## config.mk

```make
export PLATFORM = sky130hd
export DESIGN_NAME = sfcx_exchange
export DESIGN_NICKNAME = d
export VERILOG_FILES = /design/src/hw/sfcx_pkg.sv /design/src/hw/sfcx_rot_mem.sv /design/src/hw/sfcx_exchange.sv
export SDC_FILE = /design/constraint.sdc
export NUM_CORES = 1
export LEC_CHECK = 0
export ABC_AREA = 1
export BUFFER_PORTS_ARGS = -buffer_cell sky130_fd_sc_hd__buf_2
export CAP_MARGIN = 10
export CORE_ASPECT_RATIO = 1.25
export CORE_MARGIN = 4
export CORE_UTILIZATION = 60
export DETAILED_ROUTE_END_ITERATION = 12
export PLACE_DENSITY = 0.95
export SLEW_MARGIN = 20
export SYNTH_ARGS = -nofsm -noshare
export SYNTH_HDL_FRONTEND = slang
export SYNTH_HIERARCHICAL = 1
export SYNTH_SLANG_ARGS = --single-unit
```

## constraint.sdc

```tcl
create_clock -name i_clock -period 6.8 [get_ports i_clock]
set_input_delay 0.68 -clock i_clock [delete_from_list [all_inputs] [get_ports i_clock]]
set_output_delay 0.68 -clock i_clock [all_outputs]
set_load 0.01 [all_outputs]
```

## src/hw/sfcx_pkg.sv

```systemverilog
// Constants, codes and types of the float command exchange slot.
// Assumes a 50 MHz system clock and a 32-bit AXI4-Lite register bus.
package sfcx_pkg;

    // Register byte addresses
    localparam logic [7:0] ADDR_RESPONSE = 8'h00;
    localparam logic [7:0] ADDR_VALUE_A = 8'h04;
    localparam logic [7:0] ADDR_VALUE_B = 8'h08;
    localparam logic [7:0] ADDR_STATUS = 8'h0C;
    localparam logic [7:0] ADDR_COMMAND = 8'h10;
    localparam logic [7:0] ADDR_OPERAND_A = 8'h14;
    localparam logic [7:0] ADDR_OPERAND_B = 8'h18;

    // AXI responses
    localparam logic [1:0] AXI_OKAY = 2'h0;
    localparam logic [1:0] AXI_SLVERR = 2'h2;

    // Response word fields
    localparam int unsigned TAG_W = 5;
    localparam int unsigned RESP_TAG_LSB = 8;
    localparam int unsigned RESP_INTEG_BIT = 13;
    localparam int unsigned RESP_ACK_LSB = 14;
    localparam logic [7:0] RESP_RESERVED = 8'h00;

    // Status word fields
    localparam int unsigned STAT_TARGET1_BIT = 0;
    localparam int unsigned STAT_COMP1_BIT = 1;
    localparam int unsigned STAT_TARGET2_BIT = 2;
    localparam int unsigned STAT_COMP2_BIT = 3;
    localparam int unsigned STAT_TARGET3_BIT = 4;
    localparam int unsigned STAT_ONE_BIT = 5;
    localparam int unsigned STAT_SCRIPT_LSB = 6;
    localparam int unsigned STAT_ENTER_BIT = 8;
    localparam int unsigned STAT_INPUT_LSB = 9;
    localparam int unsigned STAT_MOTION_BIT = 12;
    localparam int unsigned STAT_NET_BIT = 13;
    localparam int unsigned STAT_INTEG_BIT = 14;
    localparam int unsigned STAT_VALID_BIT = 15;

    // Acknowledge sequence
    localparam logic [1:0] ACK_IDLE = 2'h0;
    localparam logic [1:0] ACK_FIRST = 2'h1;
    localparam logic [1:0] ACK_LAST = 2'h3;

    // Command codes; grouped codes carry the tag in bits 4:0
    localparam logic [15:0] CMD_NONE = 16'h0000;
    localparam logic [15:0] CMD_NEXT_A = 16'h0001;
    localparam logic [15:0] CMD_NEXT_B = 16'h0002;
    localparam logic [15:0] CMD_AUTO = 16'h0003;
    localparam logic [15:0] CMD_ROT_CLEAR = 16'h0004;
    localparam logic [10:0] GRP_REPORT = 11'h001;
    localparam logic [10:0] GRP_ADD = 11'h002;
    localparam logic [10:0] GRP_LOAD = 11'h003;

    // Returned value tags
    localparam logic [4:0] TAG_GROSS = 5'h00;
    localparam logic [4:0] TAG_NET = 5'h01;
    localparam logic [4:0] TAG_FINE_GROSS = 5'h03;
    localparam logic [4:0] TAG_FINE_NET = 5'h04;
    localparam logic [4:0] TAG_RATE = 5'h06;
    localparam logic [4:0] TAG_LAST_DATA = 5'h1D;
    localparam logic [4:0] TAG_NO_RESPONSE = 5'h1E;
    localparam logic [4:0] TAG_INVALID = 5'h1F;

    // Rotation list
    localparam int unsigned ROT_DEPTH = 9;
    localparam int unsigned ROT_IDX_W = 4;
    localparam logic [3:0] ROT_DEPTH_IDX = 4'h9;

    // Interface update cycle, 58 ms at 50 MHz, exactly 2900000 cycles
    localparam int unsigned UPDATE_PERIOD_US = 58000;
    localparam int unsigned CLOCK_MHZ = 50;
    localparam int unsigned UPDATE_CYCLES_DEF = UPDATE_PERIOD_US * CLOCK_MHZ;

    // Value source of the current report
    typedef enum logic [1:0] {
        MODE_STATIC,
        MODE_REALTIME,
        MODE_AUTO,
        MODE_PACED
    } sfcx_mode_t;

    function automatic logic is_realtime(input logic [4:0] tag);
        return (tag == TAG_GROSS) || (tag == TAG_NET) || (tag == TAG_FINE_GROSS) ||
               (tag == TAG_FINE_NET) || (tag == TAG_RATE);
    endfunction

endpackage

```

## src/hw/sfcx_rot_mem.sv

```systemverilog
// Rotation list store: one write port, registered read.
// Models retained storage: contents are never cleared by any reset.
`timescale 1ns/1ps
module sfcx_rot_mem #(
    parameter int unsigned DEPTH = 9,
    parameter int unsigned IDX_W = 4,
    parameter int unsigned DATA_W = 5
) (
    input wire logic i_clock, // System clock
    input wire logic i_we, // Write enable
    input wire logic [IDX_W-1:0] i_waddr, // Write index
    input wire logic [DATA_W-1:0] i_wdata, // Write data
    input wire logic [IDX_W-1:0] i_raddr, // Read index
    output logic [DATA_W-1:0] o_rdata // Read data, one cycle late
);
    logic [DATA_W-1:0] mem [DEPTH];

    always_ff @(posedge i_clock) begin
        if (i_we) begin
            mem[i_waddr] <= i_wdata;
        end
        o_rdata <= mem[i_raddr];
    end
endmodule

```

## src/hw/sfcx_exchange.sv

```systemverilog
// Float command exchange for one message slot of a weighing terminal.
// Assumes an AXI4-Lite master acting as controller, a weighing core that
// returns the value for o_value_tag one cycle later, and same-clock status.
//
// Our own choices: the register offsets and register access over AXI4-Lite.
`timescale 1ns/1ps
module sfcx_exchange #(
    parameter int unsigned UPDATE_CYCLES = sfcx_pkg::UPDATE_CYCLES_DEF
) (
    input wire logic i_clock, // System clock, 50 MHz
    input wire logic i_resetn, // Warm reset, sync, active low
    input wire logic i_por_n, // Power-on reset of retained state, sync, active low
    input wire logic [7:0] i_awaddr, // AXI write address
    input wire logic i_awvalid, // AXI write address valid
    output logic o_awready, // AXI write address ready
    input wire logic [31:0] i_wdata, // AXI write data
    input wire logic [3:0] i_wstrb, // AXI write strobes
    input wire logic i_wvalid, // AXI write data valid
    output logic o_wready, // AXI write data ready
    output logic [1:0] o_bresp, // AXI write response
    output logic o_bvalid, // AXI write response valid
    input wire logic i_bready, // AXI write response ready
    input wire logic [7:0] i_araddr, // AXI read address
    input wire logic i_arvalid, // AXI read address valid
    output logic o_arready, // AXI read address ready
    output logic [31:0] o_rdata, // AXI read data
    output logic [1:0] o_rresp, // AXI read response
    output logic o_rvalid, // AXI read valid
    input wire logic i_rready, // AXI read ready
    output logic [4:0] o_value_tag, // Quantity requested from weighing core
    input wire logic [31:0] i_value_data, // Float value for o_value_tag
    output logic o_load_strobe, // Pulse: load operand into quantity
    output logic [4:0] o_load_tag, // Quantity to load
    output logic [31:0] o_load_value, // Float operand to load
    input wire logic [2:0] i_target, // Target comparison states
    input wire logic [1:0] i_comparator, // Comparator states
    input wire logic [1:0] i_script_flag, // Script flags
    input wire logic i_enter_key, // Enter key latched
    input wire logic [2:0] i_hw_input, // Hardware input pins, async
    input wire logic i_motion, // Scale in motion
    input wire logic i_net_mode, // Scale in net mode
    input wire logic i_power_up, // Power-up in progress
    input wire logic i_setup, // Setup in progress
    input wire logic i_over_capacity, // Scale over capacity
    input wire logic i_under_zero, // Scale under zero
    output logic [15:0] o_response_word, // Published command response word
    output logic [15:0] o_value_word_a, // Published float, bits 31:16
    output logic [15:0] o_value_word_b, // Published float, bits 15:0
    output logic [15:0] o_status_word, // Published scale status word
    output logic o_update // Pulse: slot words just published
);
    import sfcx_pkg::*;

    ////////////////////////////////////////////////////////////////////////////
    // AXI4-Lite write channel
    logic aw_held;
    logic [7:0] aw_addr;
    logic w_held;
    logic [31:0] w_data;
    logic [3:0] w_strb;
    logic [15:0] cmd_word;
    logic [15:0] operand_a;
    logic [15:0] operand_b;

    assign o_awready = !aw_held && !o_bvalid;
    assign o_wready = !w_held && !o_bvalid;
    wire aw_take = i_awvalid && o_awready;
    wire w_take = i_wvalid && o_wready;
    wire wr_fire = aw_held && w_held && !o_bvalid;
    wire wr_cmd = wr_fire && (aw_addr == ADDR_COMMAND);
    wire wr_opa = wr_fire && (aw_addr == ADDR_OPERAND_A);
    wire wr_opb = wr_fire && (aw_addr == ADDR_OPERAND_B);
    wire wr_ok = (aw_addr == ADDR_COMMAND) || (aw_addr == ADDR_OPERAND_A) ||
                 (aw_addr == ADDR_OPERAND_B);

    function automatic logic [15:0] merge16(input logic [15:0] old,
                                            input logic [31:0] data,
                                            input logic [3:0] strb);
        return {strb[1] ? data[15:8] : old[15:8], strb[0] ? data[7:0] : old[7:0]};
    endfunction

    always_ff @(posedge i_clock) begin
        if (!i_resetn) begin
            aw_held <= 1'b0;
            aw_addr <= 8'h00;
            w_held <= 1'b0;
            w_data <= 32'h0000_0000;
            w_strb <= 4'h0;
            o_bvalid <= 1'b0;
            o_bresp <= AXI_OKAY;
        end else begin
            if (aw_take) begin
                aw_held <= 1'b1;
                aw_addr <= i_awaddr;
            end
            if (w_take) begin
                w_held <= 1'b1;
                w_data <= i_wdata;
                w_strb <= i_wstrb;
            end
            if (wr_fire) begin
                aw_held <= 1'b0;
                w_held <= 1'b0;
                o_bvalid <= 1'b1;
                o_bresp <= wr_ok ? AXI_OKAY : AXI_SLVERR;
            end else if (o_bvalid && i_bready) begin
                o_bvalid <= 1'b0;
            end
        end
    end

    // Controller output words
    always_ff @(posedge i_clock) begin
        if (!i_resetn) begin
            cmd_word <= CMD_NONE;
            operand_a <= 16'h0000;
            operand_b <= 16'h0000;
        end else begin
            if (wr_cmd) begin
                cmd_word <= merge16(cmd_word, w_data, w_strb);
            end
            if (wr_opa) begin
                operand_a <= merge16(operand_a, w_data, w_strb);
            end
            if (wr_opb) begin
                operand_b <= merge16(operand_b, w_data, w_strb);
            end
        end
    end

    ////////////////////////////////////////////////////////////////////////////
    // AXI4-Lite read channel
    wire rd_known = (i_araddr == ADDR_RESPONSE) || (i_araddr == ADDR_VALUE_A) ||
                    (i_araddr == ADDR_VALUE_B) || (i_araddr == ADDR_STATUS) ||
                    (i_araddr == ADDR_COMMAND) || (i_araddr == ADDR_OPERAND_A) ||
                    (i_araddr == ADDR_OPERAND_B);
    wire [15:0] rd_word = (i_araddr == ADDR_RESPONSE) ? o_response_word :
                          (i_araddr == ADDR_VALUE_A) ? o_value_word_a :
                          (i_araddr == ADDR_VALUE_B) ? o_value_word_b :
                          (i_araddr == ADDR_STATUS) ? o_status_word :
                          (i_araddr == ADDR_COMMAND) ? cmd_word :
                          (i_araddr == ADDR_OPERAND_A) ? operand_a :
                          (i_araddr == ADDR_OPERAND_B) ? operand_b : 16'h0000;

    assign o_arready = !o_rvalid;

    always_ff @(posedge i_clock) begin
        if (!i_resetn) begin
            o_rvalid <= 1'b0;
            o_rdata <= 32'h0000_0000;
            o_rresp <= AXI_OKAY;
        end else if (i_arvalid && o_arready) begin
            o_rvalid <= 1'b1;
            o_rdata <= {16'h0000, rd_word};
            o_rresp <= rd_known ? AXI_OKAY : AXI_SLVERR;
        end else if (i_rready) begin
            o_rvalid <= 1'b0;
        end
    end

    ////////////////////////////////////////////////////////////////////////////
    // Hardware input pins: three stages, change taken when last two agree
    logic [2:0] pin_s1;
    logic [2:0] pin_s2;
    logic [2:0] pin_s3;
    logic [2:0] pin_level;

    always_ff @(posedge i_clock) begin
        if (!i_resetn) begin
            pin_s1 <= 3'h0;
            pin_s2 <= 3'h0;
            pin_s3 <= 3'h0;
            pin_level <= 3'h0;
        end else begin
            pin_s1 <= i_hw_input;
            pin_s2 <= pin_s1;
            pin_s3 <= pin_s2;
            pin_level <= (pin_s2 & pin_s3) | (pin_level & (pin_s2 | pin_s3));
        end
    end

    ////////////////////////////////////////////////////////////////////////////
    // Update cycle timer: tick selects, publish one cycle later
    logic [31:0] upd_count;
    logic publish;
    wire tick = (upd_count == UPDATE_CYCLES - 1);

    always_ff @(posedge i_clock) begin
        if (!i_resetn) begin
            upd_count <= 32'h0000_0000;
            publish <= 1'b0;
        end else begin
            upd_count <= tick ? 32'h0000_0000 : upd_count + 32'h0000_0001;
            publish <= tick;
        end
    end

    ////////////////////////////////////////////////////////////////////////////
    // Rotation list
    logic [3:0] rot_count;
    logic [3:0] rot_idx;
    logic [4:0] rot_rdata;
    wire [3:0] rot_idx_inc = rot_idx + 4'h1;
    wire [3:0] rot_next_idx = (rot_count == 4'h0 || rot_idx_inc >= rot_count) ? 4'h0 :
                              rot_idx_inc;
    wire [4:0] rot_next_tag = (rot_count == 4'h0) ? TAG_GROSS : rot_rdata;

    ////////////////////////////////////////////////////////////////////////////
    // Command decode
    logic [15:0] last_cmd;
    logic [1:0] ack;
    logic integ;
    sfcx_mode_t mode;
    logic capture;
    logic [31:0] static_value;

    wire cmd_new = tick && (cmd_word != last_cmd);
    wire [4:0] cmd_tag = cmd_word[4:0];
    wire is_next = (cmd_word == CMD_NEXT_A) || (cmd_word == CMD_NEXT_B);
    wire is_auto = (cmd_word == CMD_AUTO);
    wire is_clear = (cmd_word == CMD_ROT_CLEAR);
    wire is_report = (cmd_word[15:5] == GRP_REPORT) && (cmd_tag < TAG_LAST_DATA);
    wire is_add = (cmd_word[15:5] == GRP_ADD) && is_realtime(cmd_tag);
    wire is_load = (cmd_word[15:5] == GRP_LOAD) && !is_realtime(cmd_tag) &&
                   (cmd_tag < TAG_LAST_DATA);
    wire rot_full = (rot_count == ROT_DEPTH_IDX);
    wire add_ok = cmd_new && is_add && !rot_full;
    wire advance = (cmd_new && (is_next || is_auto)) ||
                   (tick && !cmd_new && mode == MODE_AUTO);
    wire [1:0] next_ack = (cmd_word == CMD_NONE) ? ACK_IDLE :
                          (ack == ACK_LAST || ack == ACK_IDLE) ? ACK_FIRST :
                          ack + 2'h1;

    sfcx_rot_mem #(
        .DEPTH(ROT_DEPTH),
        .IDX_W(ROT_IDX_W),
        .DATA_W(TAG_W)
    ) u_rot_mem (
        .i_clock(i_clock),
        .i_we(add_ok),
        .i_waddr(rot_count),
        .i_wdata(cmd_tag),
        .i_raddr(rot_next_idx),
        .o_rdata(rot_rdata)
    );

    // Retained list length, cleared at power-on and by the clear command, not by warm reset
    always_ff @(posedge i_clock) begin
        if (!i_por_n) begin
            rot_count <= 4'h0;
        end else if (cmd_new && is_clear) begin
            rot_count <= 4'h0;
        end else if (add_ok) begin
            rot_count <= rot_count + 4'h1;
        end
    end

    // Command tracking, mode and tag selection at the tick
    always_ff @(posedge i_clock) begin
        if (!i_resetn) begin
            last_cmd <= CMD_NONE;
            ack <= ACK_IDLE;
            mode <= MODE_AUTO;
            o_value_tag <= TAG_GROSS;
            rot_idx <= 4'h0;
            capture <= 1'b0;
        end else if (tick) begin
            capture <= 1'b0;
            if (advance) begin
                rot_idx <= rot_next_idx;
                o_value_tag <= rot_next_tag;
            end
            if (cmd_new) begin
                last_cmd <= cmd_word;
                ack <= next_ack;
                if (is_next) begin
                    mode <= MODE_PACED;
                end else if (is_auto) begin
                    mode <= MODE_AUTO;
                end else if (is_report) begin
                    mode <= is_realtime(cmd_tag) ? MODE_REALTIME : MODE_STATIC;
                    capture <= !is_realtime(cmd_tag);
                    o_value_tag <= cmd_tag;
                end else if (cmd_word != CMD_NONE) begin
                    mode <= MODE_STATIC;
                    o_value_tag <= (is_clear || add_ok || is_load) ? TAG_NO_RESPONSE :
                                   TAG_INVALID;
                    if (is_clear) begin
                        rot_idx <= 4'h0;
                    end
                end
            end
        end
    end

    // Operand hand-off to the weighing core
    always_ff @(posedge i_clock) begin
        if (!i_resetn) begin
            o_load_strobe <= 1'b0;
            o_load_tag <= TAG_GROSS;
            o_load_value <= 32'h0000_0000;
        end else begin
            o_load_strobe <= cmd_new && is_load;
            if (cmd_new && is_load) begin
                o_load_tag <= cmd_tag;
                o_load_value <= {operand_a, operand_b};
            end
        end
    end

    ////////////////////////////////////////////////////////////////////////////
    // Slot word publication
    wire no_value = (o_value_tag == TAG_NO_RESPONSE) || (o_value_tag == TAG_INVALID);
    wire [31:0] pub_value = no_value ? 32'h0000_0000 :
                            (mode != MODE_STATIC) ? i_value_data :
                            capture ? i_value_data : static_value;
    wire data_valid = !(i_power_up || i_setup || i_over_capacity || i_under_zero);
    wire [15:0] status_bits = {data_valid, !integ, i_net_mode, i_motion, pin_level,
                               i_enter_key, i_script_flag, 1'b1, i_target[2],
                               i_comparator[1], i_target[1], i_comparator[0],
                               i_target[0]};

    always_ff @(posedge i_clock) begin
        if (!i_resetn) begin
            integ <= 1'b0;
            static_value <= 32'h0000_0000;
            o_response_word <= 16'h0000;
            o_value_word_a <= 16'h0000;
            o_value_word_b <= 16'h0000;
            o_status_word <= 16'h0000;
            o_update <= 1'b0;
        end else begin
            o_update <= publish;
            if (publish) begin
                integ <= !integ;
                if (capture) begin
                    static_value <= i_value_data;
                end
                // All four words change on the same edge
                o_response_word <= {ack, !integ, o_value_tag, RESP_RESERVED};
                o_value_word_a <= pub_value[31:16];
                o_value_word_b <= pub_value[15:0];
                o_status_word <= status_bits;
            end
        end
    end

endmodule

```

==> results.json <==
{
  "totalWireLength_mm": 46.2,
  "worstMarginPinSlew_ns": 1.11,
  "clk_pin_slew_worst_paths_ns": 0.07,
  "grt_max_degree": 109,
  "p_sw_w": 0.000891,
  "drv_slew": 0,
  "synthTopCellsByCount": "nand2_1, dfxtp_1, inv_1",
  "hpwl_mm": 32.0,
  "dieArea_mm2": 0.0295,
  "cts.repair.resized": 0,
  "fin_tns_setup_ns": 0,
  "clk_latency_ns": 0.56,
  "power.share.sequential_pct": 52.3,
  "r2r-end": "u_rot_mem/o_rdata[1]",
  "vias_per_cell": 5.77,
  "drt_iter0_markers": 1512,
  "p_per_area_mw_per_mm2": 226,
  "drc": 0,
  "r2r.worst_path.cells": 13,
  "period_needed_ns": 3.50,
  "wl_per_cell_um": 17.0,
  "cts.path.max_buffers": 3,
  "io_buffers": 213,
  "power_frac_clock_pct": 43.5,
  "p_leak_nw": 8.02,
  "num_rows": 66,
  "cp-startpoint": "rot_idx[0]",
  "ys_top_cells_by_area": "dfxtp_1, nand2_1, edfxtp_1",
  "post_cts_buffers": 0,
  "avgSynthCellArea_um2": 7.32,
  "ys.flop_type": "dfxtp_1",
  "core_mm2": 0.0262,
  "cap_violations": 0,
  "hold_buffers": 0,
  "crit_arrival_ns": 3.94,
  "crit_chain": "ha_1 -> or2_2 -> nand2_1 -> ha_1 -> o21a_1 -> o21ai_0 -> nand2_1 -> nor2_1 -> clkinv_1 -> nand3_1 -> nand3_1 -> nand3_1 -> nand2_1",
  "crit_end": "u_rot_mem/o_rdata[1]",
  "cpMaxStageDelayCell": "nor2_1",
  "synth_top_area_share_pct": 38.2,
  "relSlewSlack_pct": 25.8,
  "area_growth_pct": 12.7,
  "finalHoldViolations": 0,
  "grt_overflow": 0,
  "ir_worst_vdd_v": 0.000224,
  "syn_area_mm2": 0.0161,
  "cp_data_required_time_ns": 7.24,
  "cpPeakStageDelay_ns": 0.71,
  "root_buffer": "clkbuf_16",
  "die_w_um": 154,
  "grt_pass1_vias": 14700,
  "synth_cell_types": 45,
  "seq_area_frac_synth_pct": 46.6,
  "max_freq_ghz": 0.286,
  "h-tree-depth": 1,
  "worst_setup_path_start_kind": "flop",
  "cts_buffers": 31,
  "finalCoreUtilization_pct": 69.1,
  "start_util_pct": 61.3,
  "cts_tree": "yes",
  "synthCells": 2194,
  "crit_fanout": 12,
  "synth_seq_cells": 351,
  "finClkSkew_ns": 0.0125,
  "synth-edff-count": 45,
  "drive_gt1_share_pct": 14.1,
  "yosys_warnings": 6,
  "hold_path_startpoint": "i_hw_input[0]",
  "crit_type": "flop to flop",
  "status": "finished, final reports clean",
  "grtUsageTotal_pct": 29.9,
  "grt_pass1_wl_mm": 72.7,
  "place.gp.congestion": 0.945,
  "sw_frac_of_total_pct": 21.8,
  "yosysMostFrequentCell": "nand2_1",
  "async_flop_share_pct": 0,
  "synth.largest_area_cell": "dfxtp_1",
  "timing.rr.start": "rot_idx[0]",
  "setup_viol": 0,
  "combinationalPowerShare_pct": 4.2,
  "drtPass1Iterations": 6,
  "via_count": 15700,
  "r2r_slack_ns": 3.30,
  "fin_crit_sh_pct": 51.4,
  "hp-class": "primary input to flop",
  "rsz0062_at_grt": "no",
  "antenna_found_initial": 3,
  "top_level_ports": 258,
  "ant_nets": 0,
  "fin_nets": 2468,
  "cts_sinks": 351,
  "critPathCaptureType": "flop",
  "chipHeight_um": 191,
  "intPower_w": 0.00320
}
cells by family after synthesis:
logic type | count (synthesis) | share of synthesized area [%]
flip-flops | 351 | 46.6
adder cells (fa/ha/maj) | 10 | 0.779
AO/OA/AOI/OAI | 506 | 16.2
multiplexers | 32 | 2.24
other | 1 | 0.0234
buffers and inverters | 438 | 11.4
AND/OR/NAND/NOR | 842 | 22.0
XOR/XNOR | 14 | 0.764
layout by cell type (no fill, tap or decap), types with 5 or more instances in the layout:
master	synthesis	final
nor4_1	8	8
xor2_1	13	13
mux2_2	32	32
a211oi_1	11	11
conb_1	1	26
nor3b_1	7	7
or2_2	5	5
nor2_1	201	200
dfxtp_1	306	305
o22ai_1	8	8
o21ai_1	25	25
clkbuf_1	72	7
ha_1	10	10
inv_1	300	301
a21oi_1	239	239
inv_2	10	11
nand4_1	32	32
edfxtp_1	45	45
clkbuf_8	0	7
clkbuf_16	0	31
nand3_1	98	98
nand2_1	445	445
nor3_1	23	23
o21ai_0	215	215
buf_2	7	212
nor2_2	6	7
buf_4	31	8
per-layer routing:
| metal | track usage [%] | up-vias | routed length (µm) |
|---|---|---|---|
| met4 | 19.2 | 0 | 3430 |
| li1 | - | 7348 | - |
| met3 | 5.47 | 225 | 4030 |
| met5 | 0 | - | 0 |
| met2 | 52.3 | 912 | 22500 |
| met1 | 33.2 | 7167 | 16200 |
power groups by stage:
stage | combinational [W] | sequential [W] | clock (W)
after floorplan | 0.000116 | 0.00218 | 0
after global placement | 0.000159 | 0.00218 | 0
after detailed placement | 0.000166 | 0.00218 | 0
after CTS | 0.000168 | 0.00214 | 0.00178
after global routing | 0.000191 | 0.00214 | 0.00186
final | 0.000172 | 0.00214 | 0.00178
state kept, by name (all words and copies together), names as in the netlist, 3 cells and up:
name / cells
u_rot_mem/mem: 45
o_load_value: 32
static_value: 32
upd_count: 32
cmd_word: 16
last_cmd: 16
o_rdata: 16
o_status_word: 16
o_value_word_a: 16
o_value_word_b: 16
operand_a: 16
operand_b: 16
w_data: 16
aw_addr: 8
o_response_word: 7
o_load_tag: 5
o_value_tag: 5
u_rot_mem/o_rdata: 5
rot_count: 4
rot_idx: 4
pin_level: 3
pin_s1: 3
pin_s2: 3
pin_s3: 3
worst min-delay path by stage:
stage                     depth (start not counted)  slack [ns]         to
after floorplan                                   2        0.39  pin_s2[0]
after global placement                            2        0.40  pin_s2[0]
after detailed placement                          2        0.40  pin_s2[0]
after CTS                                         3        0.30  pin_s1[0]
after global routing                              3        0.33  pin_s1[0]
final                                             3        0.31  pin_s1[0]
area by class of cell:
class	count	area, µm²
antenna	3	7.51
clock buffer	45	898
clock inverter	10	129
fill	1888	8090
inverter	315	1180
multi-input combinational	1430	6840
sequential	351	7480
tap	340	425
timing repair buffer	220	1120
stage by stage:
| step | std cells | setup slack [ns] | hold WS, ns | power (W) | area [µm²] |
|---|---|---|---|---|---|
| floorplan | 2219 | 4.55 | 0.390 | 0.00229 | 16100 |
| global placement | 2656 | 3.57 | 0.395 | 0.00234 | 17100 |
| detailed placement | 2656 | 3.41 | 0.398 | 0.00235 | 17100 |
| CTS | 2711 | 3.36 | 0.301 | 0.00409 | 18100 |
| global route | 2714 | 3.05 | 0.328 | 0.00419 | 18100 |
| finish | 2714 | 3.30 | 0.310 | 0.00409 | 18100 |
critical path, delay by kind of cell, from the launching register on:
family | cells | cell delay, ns
buf+inv | 1 | 0.52
simple gates | 8 | 1.75
fa+ha+maj | 2 | 0.45
flops | 1 | 0.36
compound gates | 2 | 0.27
(Power assumes the default switching activity.)
